File: config.mk
export PLATFORM = sky130hd
export DESIGN_NAME = clock_timer_control
export DESIGN_NICKNAME = d
export VERILOG_FILES = /design/src/verilog/clock_timer_pkg.sv /design/src/verilog/tap_divider.sv /design/src/verilog/clock_timer_control.sv
export VERILOG_INCLUDE_DIRS = /design/src /design/src/verilog
export SDC_FILE = /design/constraint.sdc
export NUM_CORES = 1
export LEC_CHECK = 0
export ABC_AREA = 1
export BUFFER_PORTS_ARGS = -buffer_cell sky130_fd_sc_hd__clkbuf_2
export CORE_ASPECT_RATIO = 2
export CORE_MARGIN = 2
export CORE_UTILIZATION = 45
export DETAILED_ROUTE_END_ITERATION = 10
export GPL_TIMING_DRIVEN = 0
export PLACE_DENSITY = 0.88
export RECOVER_POWER = 25
export SLEW_MARGIN = 20
export SYNTH_ARGS = -nofsm -noshare
export SYNTH_HDL_FRONTEND = slang
export SYNTH_HIERARCHICAL = 1
export SYNTH_SLANG_ARGS = --single-unit
File: constraint.sdc
create_clock -name pclk -period 2 [get_ports pclk]
set_clock_uncertainty 0.15 [all_clocks]
set_input_delay 0.2 -clock pclk [delete_from_list [all_inputs] [get_ports pclk]]
set_output_delay 0.2 -clock pclk [all_outputs]
set_load 0.01 [all_outputs]
File: src/verilog/clock_timer_regs.svh
// register indices, field positions, reset values and timing figures of the clock timer
`ifndef CLOCK_TIMER_REGS_SVH
`define CLOCK_TIMER_REGS_SVH

// register indices; byte address is four times the index
`define CT_IDX_TAP_DATA 10'h0e3
`define CT_IDX_IRQ_ENABLE 10'h0eb
`define CT_IDX_EVENT_FLAGS 10'h0ef
`define CT_IDX_RESTART 10'h0f9
`define CT_ADDR_W 12

// field positions
`define CT_TAP_LSB 3
`define CT_TAP_MSB 6
`define CT_TAP32_BIT 2
`define CT_TAP8_BIT 4
`define CT_TAP2_BIT 6
`define CT_EVT_32HZ 0
`define CT_EVT_8HZ 1
`define CT_EVT_2HZ 2
`define CT_RESTART_BIT 0

// reset values
`define CT_COUNT_RST 7'h00
`define CT_ENABLE_RST 3'h0
`define CT_FLAGS_RST 3'h0

// timing: source tick rate and divider length
`define CT_SRC_HZ 256
`define CT_DIV_BITS 7

`endif

File: src/verilog/clock_timer_pkg.sv
// types shared by the clock timer design files
`default_nettype none
package clock_timer_pkg;
  typedef logic [2:0] evt_t;
  typedef logic [6:0] count_t;
  typedef enum logic [2:0] {
    sel_none,
    sel_tap,
    sel_enable,
    sel_flags,
    sel_restart
  } reg_sel_e;
endpackage : clock_timer_pkg
`default_nettype wire

File: src/verilog/tap_divider.sv
// seven-stage binary divider of the clock timer with falling-edge event pulses
`timescale 1ns/1ps
`default_nettype none
`include "clock_timer_regs.svh"
module tap_divider
  import clock_timer_pkg::*;
(
  // clock and reset
  input wire logic pclk,
  input wire logic presetn,
  // control
  input wire logic tick,
  input wire logic restart,
  // state
  output logic [6:0] count,
  output evt_t fall
);

  count_t count_q;
  count_t count_d;
  wire count_t count_inc = count_q + 7'h01;

  // restart beats a coincident tick; the counter resumes from zero at once
  assign count_d = restart ? `CT_COUNT_RST : (tick ? count_inc : count_q);

  // only counting edges raise events; a restart that drops a stage does not
  assign fall[`CT_EVT_32HZ] = tick & ~restart & count_q[`CT_TAP32_BIT] &
                              ~count_inc[`CT_TAP32_BIT];
  assign fall[`CT_EVT_8HZ] = tick & ~restart & count_q[`CT_TAP8_BIT] &
                             ~count_inc[`CT_TAP8_BIT];
  assign fall[`CT_EVT_2HZ] = tick & ~restart & count_q[`CT_TAP2_BIT] &
                             ~count_inc[`CT_TAP2_BIT];
  assign count = count_q;

  always_ff @(posedge pclk or negedge presetn) begin
    if (!presetn) begin
      count_q <= `CT_COUNT_RST;
    end else begin
      count_q <= count_d;
    end
  end

  property p_div_step;
    @(posedge pclk) disable iff (!presetn)
    (tick && !restart) |=> (count_q == count_t'($past(count_q) + 7'h01));
  endproperty
  a_div_step: assert property (p_div_step) else $error("divider did not advance on tick");

  property p_div_hold;
    @(posedge pclk) disable iff (!presetn)
    (!tick && !restart) |=> $stable(count_q);
  endproperty
  a_div_hold: assert property (p_div_hold) else $error("divider moved without tick");

  property p_fall_2hz;
    @(posedge pclk) disable iff (!presetn)
    fall[`CT_EVT_2HZ] |=> (count_q == `CT_COUNT_RST);
  endproperty
  a_fall_2hz: assert property (p_fall_2hz) else $error("2 Hz fall not at wrap");

endmodule : tap_divider
`default_nettype wire

File: src/verilog/clock_timer_control.sv
// clock timer control: tick sync, divider, APB registers, events and interrupt
// Notes on behaviour
// - seven-bit divider on 256 Hz, top four taps
// - taps 16/8/4/2 Hz read as bits 0-3
// - writes to tap data change nothing
// - reset clears the tap data
// - enable bits 0-2 for 32/8/2 Hz
// - reset masks all three interrupts
// - flags show events; writes ignored
// - flag set on falling stage edge
// - flags set even while masked
// - reading flags returns then clears them
// - reset clears all event flags
// - restart write of one clears counter
// - restart bit reads zero always
// - unused bits read zero
`timescale 1ns/1ps
`default_nettype none
`include "clock_timer_regs.svh"
module clock_timer_control
  import clock_timer_pkg::*;
(
  // clock and reset
  input wire logic pclk,
  input wire logic presetn,
  // apb slave
  input wire logic psel,
  input wire logic penable,
  input wire logic pwrite,
  input wire logic [11:0] paddr,
  input wire logic [31:0] pwdata,
  output logic [31:0] prdata,
  output logic pready,
  output logic pslverr,
  // 256 Hz prescaler tap, asynchronous to pclk
  input wire logic src_256hz,
  // interrupt request to the processor
  output logic timer_irq
);

  // ------------------------------------------------------------ tick sync
  logic sync1_q;
  logic sync2_q;
  logic sync3_q;
  logic src_level_q;
  logic src_level_d;
  wire logic src_agree = (sync2_q == sync3_q);
  wire logic tick = src_agree & sync3_q & ~src_level_q;

  // a change only counts once the last two stages agree, so a glitch is filtered
  assign src_level_d = src_agree ? sync3_q : src_level_q;

  always_ff @(posedge pclk or negedge presetn) begin
    if (!presetn) begin
      sync1_q <= 1'b0;
      sync2_q <= 1'b0;
      sync3_q <= 1'b0;
      src_level_q <= 1'b0;
    end else begin
      sync1_q <= src_256hz;
      sync2_q <= sync1_q;
      sync3_q <= sync2_q;
      src_level_q <= src_level_d;
    end
  end

  // ------------------------------------------------------------ address decode
  wire logic [9:0] reg_idx = paddr[11:2];
  wire logic word_ok = (paddr[1:0] == 2'b00);
  wire logic setup = psel & ~penable;
  wire logic access = psel & penable & pready;
  wire logic acc_wr = access & pwrite;
  wire logic acc_rd = access & ~pwrite;
  reg_sel_e sel;

  assign sel = !word_ok ? sel_none :
               (reg_idx == `CT_IDX_TAP_DATA) ? sel_tap :
               (reg_idx == `CT_IDX_IRQ_ENABLE) ? sel_enable :
               (reg_idx == `CT_IDX_EVENT_FLAGS) ? sel_flags :
               (reg_idx == `CT_IDX_RESTART) ? sel_restart : sel_none;

  // zero wait states keep the read-to-clear window to one known cycle
  assign pready = 1'b1;

  // ------------------------------------------------------------ divider
  logic [6:0] count;
  evt_t fall;
  wire logic restart = acc_wr & (sel == sel_restart) & pwdata[`CT_RESTART_BIT];

  tap_divider u_div (
    .pclk(pclk),
    .presetn(presetn),
    .tick(tick),
    .restart(restart),
    .count(count),
    .fall(fall)
  );

  // ------------------------------------------------------------ registers
  evt_t enable_q;
  evt_t enable_d;
  evt_t flags_q;
  evt_t flags_d;
  evt_t flag_clr;
  logic [31:0] rdata_q;
  logic [31:0] rdata_d;
  logic slverr_q;
  logic slverr_d;

  // the tap register has no write path at all
  assign enable_d = (acc_wr && sel == sel_enable) ? pwdata[2:0] : enable_q;

  // clear only the bits handed out in this read; a new edge always wins
  assign flag_clr = (acc_rd && sel == sel_flags) ? rdata_q[2:0] : 3'h0;
  assign flags_d = (flags_q & ~flag_clr) | fall;

  // read data is captured in setup so it stands through the access phase
  assign rdata_d = !setup ? rdata_q :
                   (sel == sel_tap) ? {28'h0000000, count[`CT_TAP_MSB:`CT_TAP_LSB]} :
                   (sel == sel_enable) ? {29'h00000000, enable_q} :
                   (sel == sel_flags) ? {29'h00000000, flags_q} :
                   32'h00000000;
  assign slverr_d = setup ? (sel == sel_none) : slverr_q;

  always_ff @(posedge pclk or negedge presetn) begin
    if (!presetn) begin
      enable_q <= `CT_ENABLE_RST;
      flags_q <= `CT_FLAGS_RST;
      rdata_q <= 32'h00000000;
      slverr_q <= 1'b0;
    end else begin
      enable_q <= enable_d;
      flags_q <= flags_d;
      rdata_q <= rdata_d;
      slverr_q <= slverr_d;
    end
  end

  assign prdata = rdata_q;
  assign pslverr = slverr_q & access;

  // software should only touch enables with processor interrupts off
  assign timer_irq = |(flags_q & enable_q);

  // ------------------------------------------------------------ checks
  property p_tap_read;
    @(posedge pclk) disable iff (!presetn)
    (setup && sel == sel_tap) |=> (prdata == {28'h0000000, $past(count[6:3])});
  endproperty
  a_tap_read: assert property (p_tap_read) else $error("tap read data wrong");

  property p_tap_write;
    @(posedge pclk) disable iff (!presetn)
    (acc_wr && sel == sel_tap && !tick) |=> (count == $past(count));
  endproperty
  a_tap_write: assert property (p_tap_write) else $error("tap write disturbed counter");

  property p_reset_clear;
    @(posedge pclk) disable iff (!presetn)
    $rose(presetn) |-> (count == 7'h00 && enable_q == 3'h0 && flags_q == 3'h0);
  endproperty
  a_reset_clear: assert property (p_reset_clear) else $error("state not clear after reset");

  property p_enable_write;
    @(posedge pclk) disable iff (!presetn)
    (acc_wr && sel == sel_enable) |=> (enable_q == $past(pwdata[2:0]));
  endproperty
  a_enable_write: assert property (p_enable_write) else $error("enable write lost");

  property p_enable_hold;
    @(posedge pclk) disable iff (!presetn)
    !(acc_wr && sel == sel_enable) |=> $stable(enable_q);
  endproperty
  a_enable_hold: assert property (p_enable_hold) else $error("enable changed unasked");

  property p_flag_write;
    @(posedge pclk) disable iff (!presetn)
    (acc_wr && sel == sel_flags && fall == 3'h0) |=> $stable(flags_q);
  endproperty
  a_flag_write: assert property (p_flag_write) else $error("flag write had effect");

  property p_flag_set;
    @(posedge pclk) disable iff (!presetn)
    fall[0] |=> flags_q[0];
  endproperty
  a_flag_set: assert property (p_flag_set) else $error("32 Hz flag not set");

  // the 2 Hz edge is the wrap, where all three stages fall together
  property p_flag_set_2hz;
    @(posedge pclk) disable iff (!presetn)
    (fall[2] && !(acc_wr && sel == sel_enable))
      |=> (flags_q == 3'h7 && timer_irq == (|enable_q));
  endproperty
  a_flag_set_2hz: assert property (p_flag_set_2hz) else $error("2 Hz wrap event wrong");

  property p_read_clear;
    @(posedge pclk) disable iff (!presetn)
    (acc_rd && sel == sel_flags && fall == 3'h0 && prdata[2:0] == flags_q)
      |=> (flags_q == 3'h0);
  endproperty
  a_read_clear: assert property (p_read_clear) else $error("flags not cleared by read");

  property p_flags_reset;
    @(posedge pclk) disable iff (!presetn)
    $rose(presetn) |-> !timer_irq;
  endproperty
  a_flags_reset: assert property (p_flags_reset) else $error("irq after reset");

  property p_restart;
    @(posedge pclk) disable iff (!presetn)
    (acc_wr && sel == sel_restart && pwdata[0]) |=> (count == 7'h00);
  endproperty
  a_restart: assert property (p_restart) else $error("restart did not clear counter");

  property p_restart_zero;
    @(posedge pclk) disable iff (!presetn)
    (acc_wr && sel == sel_restart && !pwdata[0] && !tick) |=> (count == $past(count));
  endproperty
  a_restart_zero: assert property (p_restart_zero) else $error("zero restart acted");

  property p_restart_read;
    @(posedge pclk) disable iff (!presetn)
    (setup && sel == sel_restart) |=> (prdata == 32'h00000000);
  endproperty
  a_restart_read: assert property (p_restart_read) else $error("restart read nonzero");

  property p_unused_zero;
    @(posedge pclk) disable iff (!presetn)
    (setup && (sel == sel_enable || sel == sel_flags)) |=> (prdata[31:3] == 29'h00000000);
  endproperty
  a_unused_zero: assert property (p_unused_zero) else $error("unused bits nonzero");

  property p_irq;
    @(posedge pclk) disable iff (!presetn)
    (fall[1] && enable_q[1] && !(acc_wr && sel == sel_enable)) |=> timer_irq;
  endproperty
  a_irq: assert property (p_irq) else $error("enabled 8 Hz event raised no irq");

  property p_divider_taps;
    @(posedge pclk) disable iff (!presetn)
    (tick && !restart) |=> (count == 7'($past(count) + 7'h01));
  endproperty
  a_divider_taps: assert property (p_divider_taps) else $error("tick did not advance taps");

  // tick and restart behaviour, read data and flag bookkeeping as seen from the bus
  property p_tick_once;
    @(posedge pclk) disable iff (!presetn)
    tick |=> !tick;
  endproperty
  a_tick_once: assert property (p_tick_once) else $error("double tick");

  property p_restart_quiet;
    @(posedge pclk) disable iff (!presetn)
    restart |-> (fall == 3'h0);
  endproperty
  a_restart_quiet: assert property (p_restart_quiet) else $error("restart raised event");

  property p_flag_set_8hz;
    @(posedge pclk) disable iff (!presetn)
    fall[1] |=> flags_q[1];
  endproperty
  a_flag_set_8hz: assert property (p_flag_set_8hz) else $error("8 Hz flag not set");

  property p_flag_hold;
    @(posedge pclk) disable iff (!presetn)
    (fall == 3'h0 && !(acc_rd && sel == sel_flags)) |=> $stable(flags_q);
  endproperty
  a_flag_hold: assert property (p_flag_hold) else $error("flags moved unasked");

  property p_set_wins;
    @(posedge pclk) disable iff (!presetn)
    (acc_rd && sel == sel_flags && fall[0]) |=> flags_q[0];
  endproperty
  a_set_wins: assert property (p_set_wins) else $error("read clear beat new event");

  property p_flags_read;
    @(posedge pclk) disable iff (!presetn)
    (setup && sel == sel_flags) |=> (prdata[2:0] == $past(flags_q));
  endproperty
  a_flags_read: assert property (p_flags_read) else $error("flag read data wrong");

  property p_enable_read;
    @(posedge pclk) disable iff (!presetn)
    (setup && sel == sel_enable) |=> (prdata[2:0] == $past(enable_q));
  endproperty
  a_enable_read: assert property (p_enable_read) else $error("enable read data wrong");

  property p_unmapped_read;
    @(posedge pclk) disable iff (!presetn)
    (setup && sel == sel_none) |=> (prdata == 32'h00000000);
  endproperty
  a_unmapped_read: assert property (p_unmapped_read) else $error("unmapped read nonzero");

  property p_irq_on_enable;
    @(posedge pclk) disable iff (!presetn)
    (acc_wr && sel == sel_enable && (flags_q & pwdata[2:0]) != 3'h0) |=> timer_irq;
  endproperty
  a_irq_on_enable: assert property (p_irq_on_enable) else $error("enable gave no irq");

  property p_prdata_hold;
    @(posedge pclk) disable iff (!presetn)
    (psel && penable) |=> $stable(prdata);
  endproperty
  a_prdata_hold: assert property (p_prdata_hold) else $error("read data moved");

endmodule : clock_timer_control
`default_nettype wire

==> impl_metrics.env <==
export IMPL_drc=0
export IMPL_post_cts_buffers=0
export IMPL_synth_seq_cells=22
export IMPL_hold_path_class="in2reg"
export IMPL_clkTransAtPathRegs_ns=0.07
export IMPL_whs_ns=0.0130
export IMPL_yosysTopAreaCellShare_pct=35.4
export IMPL_cts_tree="built"
export IMPL_critPathKind="in2reg"
export IMPL_powerDensity_nw_per_um2=559
export IMPL_cap_violations=0
export IMPL_worst_slack_ns=0.389
export IMPL_cts_root_buf="clkbuf_8"
export IMPL_ir_drop_v=0.000527
export IMPL_worst_setup_path_start_kind="primary input"
export IMPL_cts_sinks=22
export IMPL_fmax_ghz=0.621
export IMPL_holdPathEnd="enable_q[1]"
export IMPL_clk_latency_ns=0.26
export IMPL_r2r_slack_ns=0.47
export IMPL_placed_cells_incl_taps=285
export IMPL_drive_above_1_share_pct=32.8
export IMPL_start_util_pct=46.6
export IMPL_first_global_vias=1195
export IMPL_yosysWarnings=6
export IMPL_cts_buffers=3
export IMPL_pre_cts_ws_ns=0.0882
export IMPL_die_area_sq_um=3970
export IMPL_hold_violations=0
export IMPL_overflow=0
export IMPL_row_count=30
export IMPL_slew_viol_final=0
export IMPL_grt_start_max_net_pins=23
export IMPL_setup_tns_ns=0
export IMPL_hp_start="pwdata[1]"
export IMPL_core_area_sq_um=3340
export IMPL_fin_cells=291
export IMPL_cp_slowest_cell="nor4_1"
export IMPL_hpwl_mm=2.39
export IMPL_cp_data_arrival_time_ns=1.61
export IMPL_min_period_ns=1.61
export IMPL_finish_net_count=313
export IMPL_gp_congestion=0.801
export IMPL_setup_viol=0
export IMPL_pin_count=85
export IMPL_vias=1317
export IMPL_endpoint_kind="flop"
export IMPL_cts_htree_levels=1
export IMPL_track_usage_pct=16.1
export IMPL_path_max_fanout=5
export IMPL_drt_total_wl_mm=2.83
export IMPL_crit_chain="clkbuf_2 -> nand2_1 -> nor3b_1 -> nand3_1 -> nor4_1 -> inv_1 -> nand2_1 -> inv_1 -> a22o_1"
export IMPL_whs_path_depth=3
export IMPL_drtAntennaViolNets=0
export IMPL_syn_area_sq_um=1560
export IMPL_crit_required_ns=2.00
export IMPL_netlist_instances=200
export IMPL_synth_distinct_cells=28
export IMPL_first_pass_iters=4
export IMPL_drt_wirelength_per_cell_microns=9.71
export IMPL_rsz0062_at_grt="no"
export IMPL_area_growth_pct=22.0
export IMPL_antenna_found_initial=0
export IMPL_r2r_cells=7
export IMPL_die_x_microns=45.6
export IMPL_outcome="finished clean"
export IMPL_worstReg2RegEnd="u_div/count[6]"
export IMPL_tightest_slew_ns=1.18
export IMPL_first_iter_violations=13
export IMPL_cp_slowest_stage_delay_ns=0.28
export IMPL_synth_avg_cell_area_sq_um=7.78
export IMPL_max_slew_margin_pct=21.2
export IMPL_r2r_start="sync2_q"
export IMPL_yosysSeqAreaShare_pct=35.4
export IMPL_clockBufferDepth=2
export IMPL_power_leakage_uw=0.00110
export IMPL_setup_worst_path_start="paddr[5]"
export IMPL_synthTopCellsByArea="dfrtp_1 35%, buf_4 14%, nand2_1 8.7%"
export IMPL_antenna_diode_count=0
export IMPL_timing_final_crit_share_pct=80.6
export IMPL_numPortBuffers=26
export IMPL_yosys_area_top_type="dfrtp_1"
export IMPL_grt_pass1_wl_mm=4.71
export IMPL_die_h_microns=87.1
export IMPL_via_per_inst=4.53
routing by layer:
layer	share of wire (%)	wire, microns	global-route usage [%]	vias to the layer above
li1	-	-	-	683
met1	36	1020	14.5	577
met2	54	1520	30.2	46
met3	5.1	145	0.830	11
met4	4.9	139	12.3	0
met5	0	0	0	-
cell usage after synthesis:
cell type  instances
o21ai_1            5
o21bai_1           1
nand3_2            2
nor2_4             1
a21oi_1            2
o21ai_0            8
buf_4             29
nor4_1             1
nor3b_1            1
a22o_1             1
dfrtp_1           22
ha_1               2
conb_1             2
nand4_1            5
inv_2              4
nor2_8             2
nand3_4            1
nand3_1           14
inv_1             28
nor2_2             6
nand2_2            8
mux2_2             1
buf_6              1
nor2_1            14
nand2_4            1
nand4_4            1
o2111ai_1          1
nand2_1           36
registers in the layout, indices dropped and copies added (netlist names):
| register | cells |
|---|---|
| slverr_q | 1 |
| u_div/count | 7 |
| sync1_q | 1 |
| enable_q | 3 |
| sync3_q | 1 |
| sync2_q | 1 |
| prdata | 4 |
| flags_q | 3 |
| src_level_q | 1 |
cell families (layout without fill, tap and decap cells):
logic type	Yosys count	after routing	synth area share (%)
AOI/OAI and AO/OA	18	18	6.44
adders and majority gates	2	2	1.61
buffers and inverters	62	94	22.4
DFF	22	22	35.4
muxes	1	1	0.724
other	2	29	0.483
and+or+nand+nor	93	93	32.9
critical path: cells and delay by family:
family,cells,cell delay [ns]
AO/OA/AOI/OAI,1,0.19
AND/OR/NAND/NOR,5,0.82
buffers and inverters,3,0.39
final cells by class:
type                    instances  area (sq um)
multi-input cells             143           757
plain buffers                  30           229
flip-flops and latches         22           551
clock buffers                   3          41.3
fillers                       309          1440
well taps                      32          40.0
repair buffers                 29           159
inverters                      32           120
metrics by stage:
step | power (uW) | area [sq um] | util [%]
after floorplan | 734 | 1660 | -
after global placement | 792 | 1830 | 54.7
after detailed placement | 801 | 1830 | 54.7
after global routing | 1130 | 1900 | 56.8
final | 1060 | 1900 | 56.8
after CTS | 1070 | 1900 | 56.8
cells in the final DEF (no fill, tap or decap), drive strengths merged:
master       Yosys  final
nand2           45     45
inv             32     32
buf             30     30
conb             2     29
clkbuf           0     29
nor2            23     23
dfrtp           22     22
nand3           17     17
o21ai           13     13
nand4            6      6
dlygate4sd3      0      3
ha               2      2
a21oi            2      2
nor3b            1      1
nor4             1      1
o2111ai          1      1
mux2             1      1
a22o             1      1
o21bai           1      1
worst max-delay path by stage:
stage | to | slack, ns
after floorplan | u_div/count[1] | 0.44
after global placement | u_div/count[1] | 0.14
after detailed placement | u_div/count[1] | 0.09
after CTS | u_div/count[1] | 0.37
after global routing | slverr_q | 0.17
final | u_div/count[1] | 0.39
where the power goes:
part           switching (uW)  leakage (uW)  total (uW)  internal [uW]
Combinational             129      0.000792         242            112
Sequential               57.8      0.000289         555            497
Clock                     130     0.0000216         264            134
Total                     317       0.00110        1060            743
timing repair:
action / in CTS / in global routing
resized for setup: 0 / 0
hold buffers: 3 / 0
hold endpoints to repair: 24 / 0
Note: power is estimated with default switching activity, not from simulation.
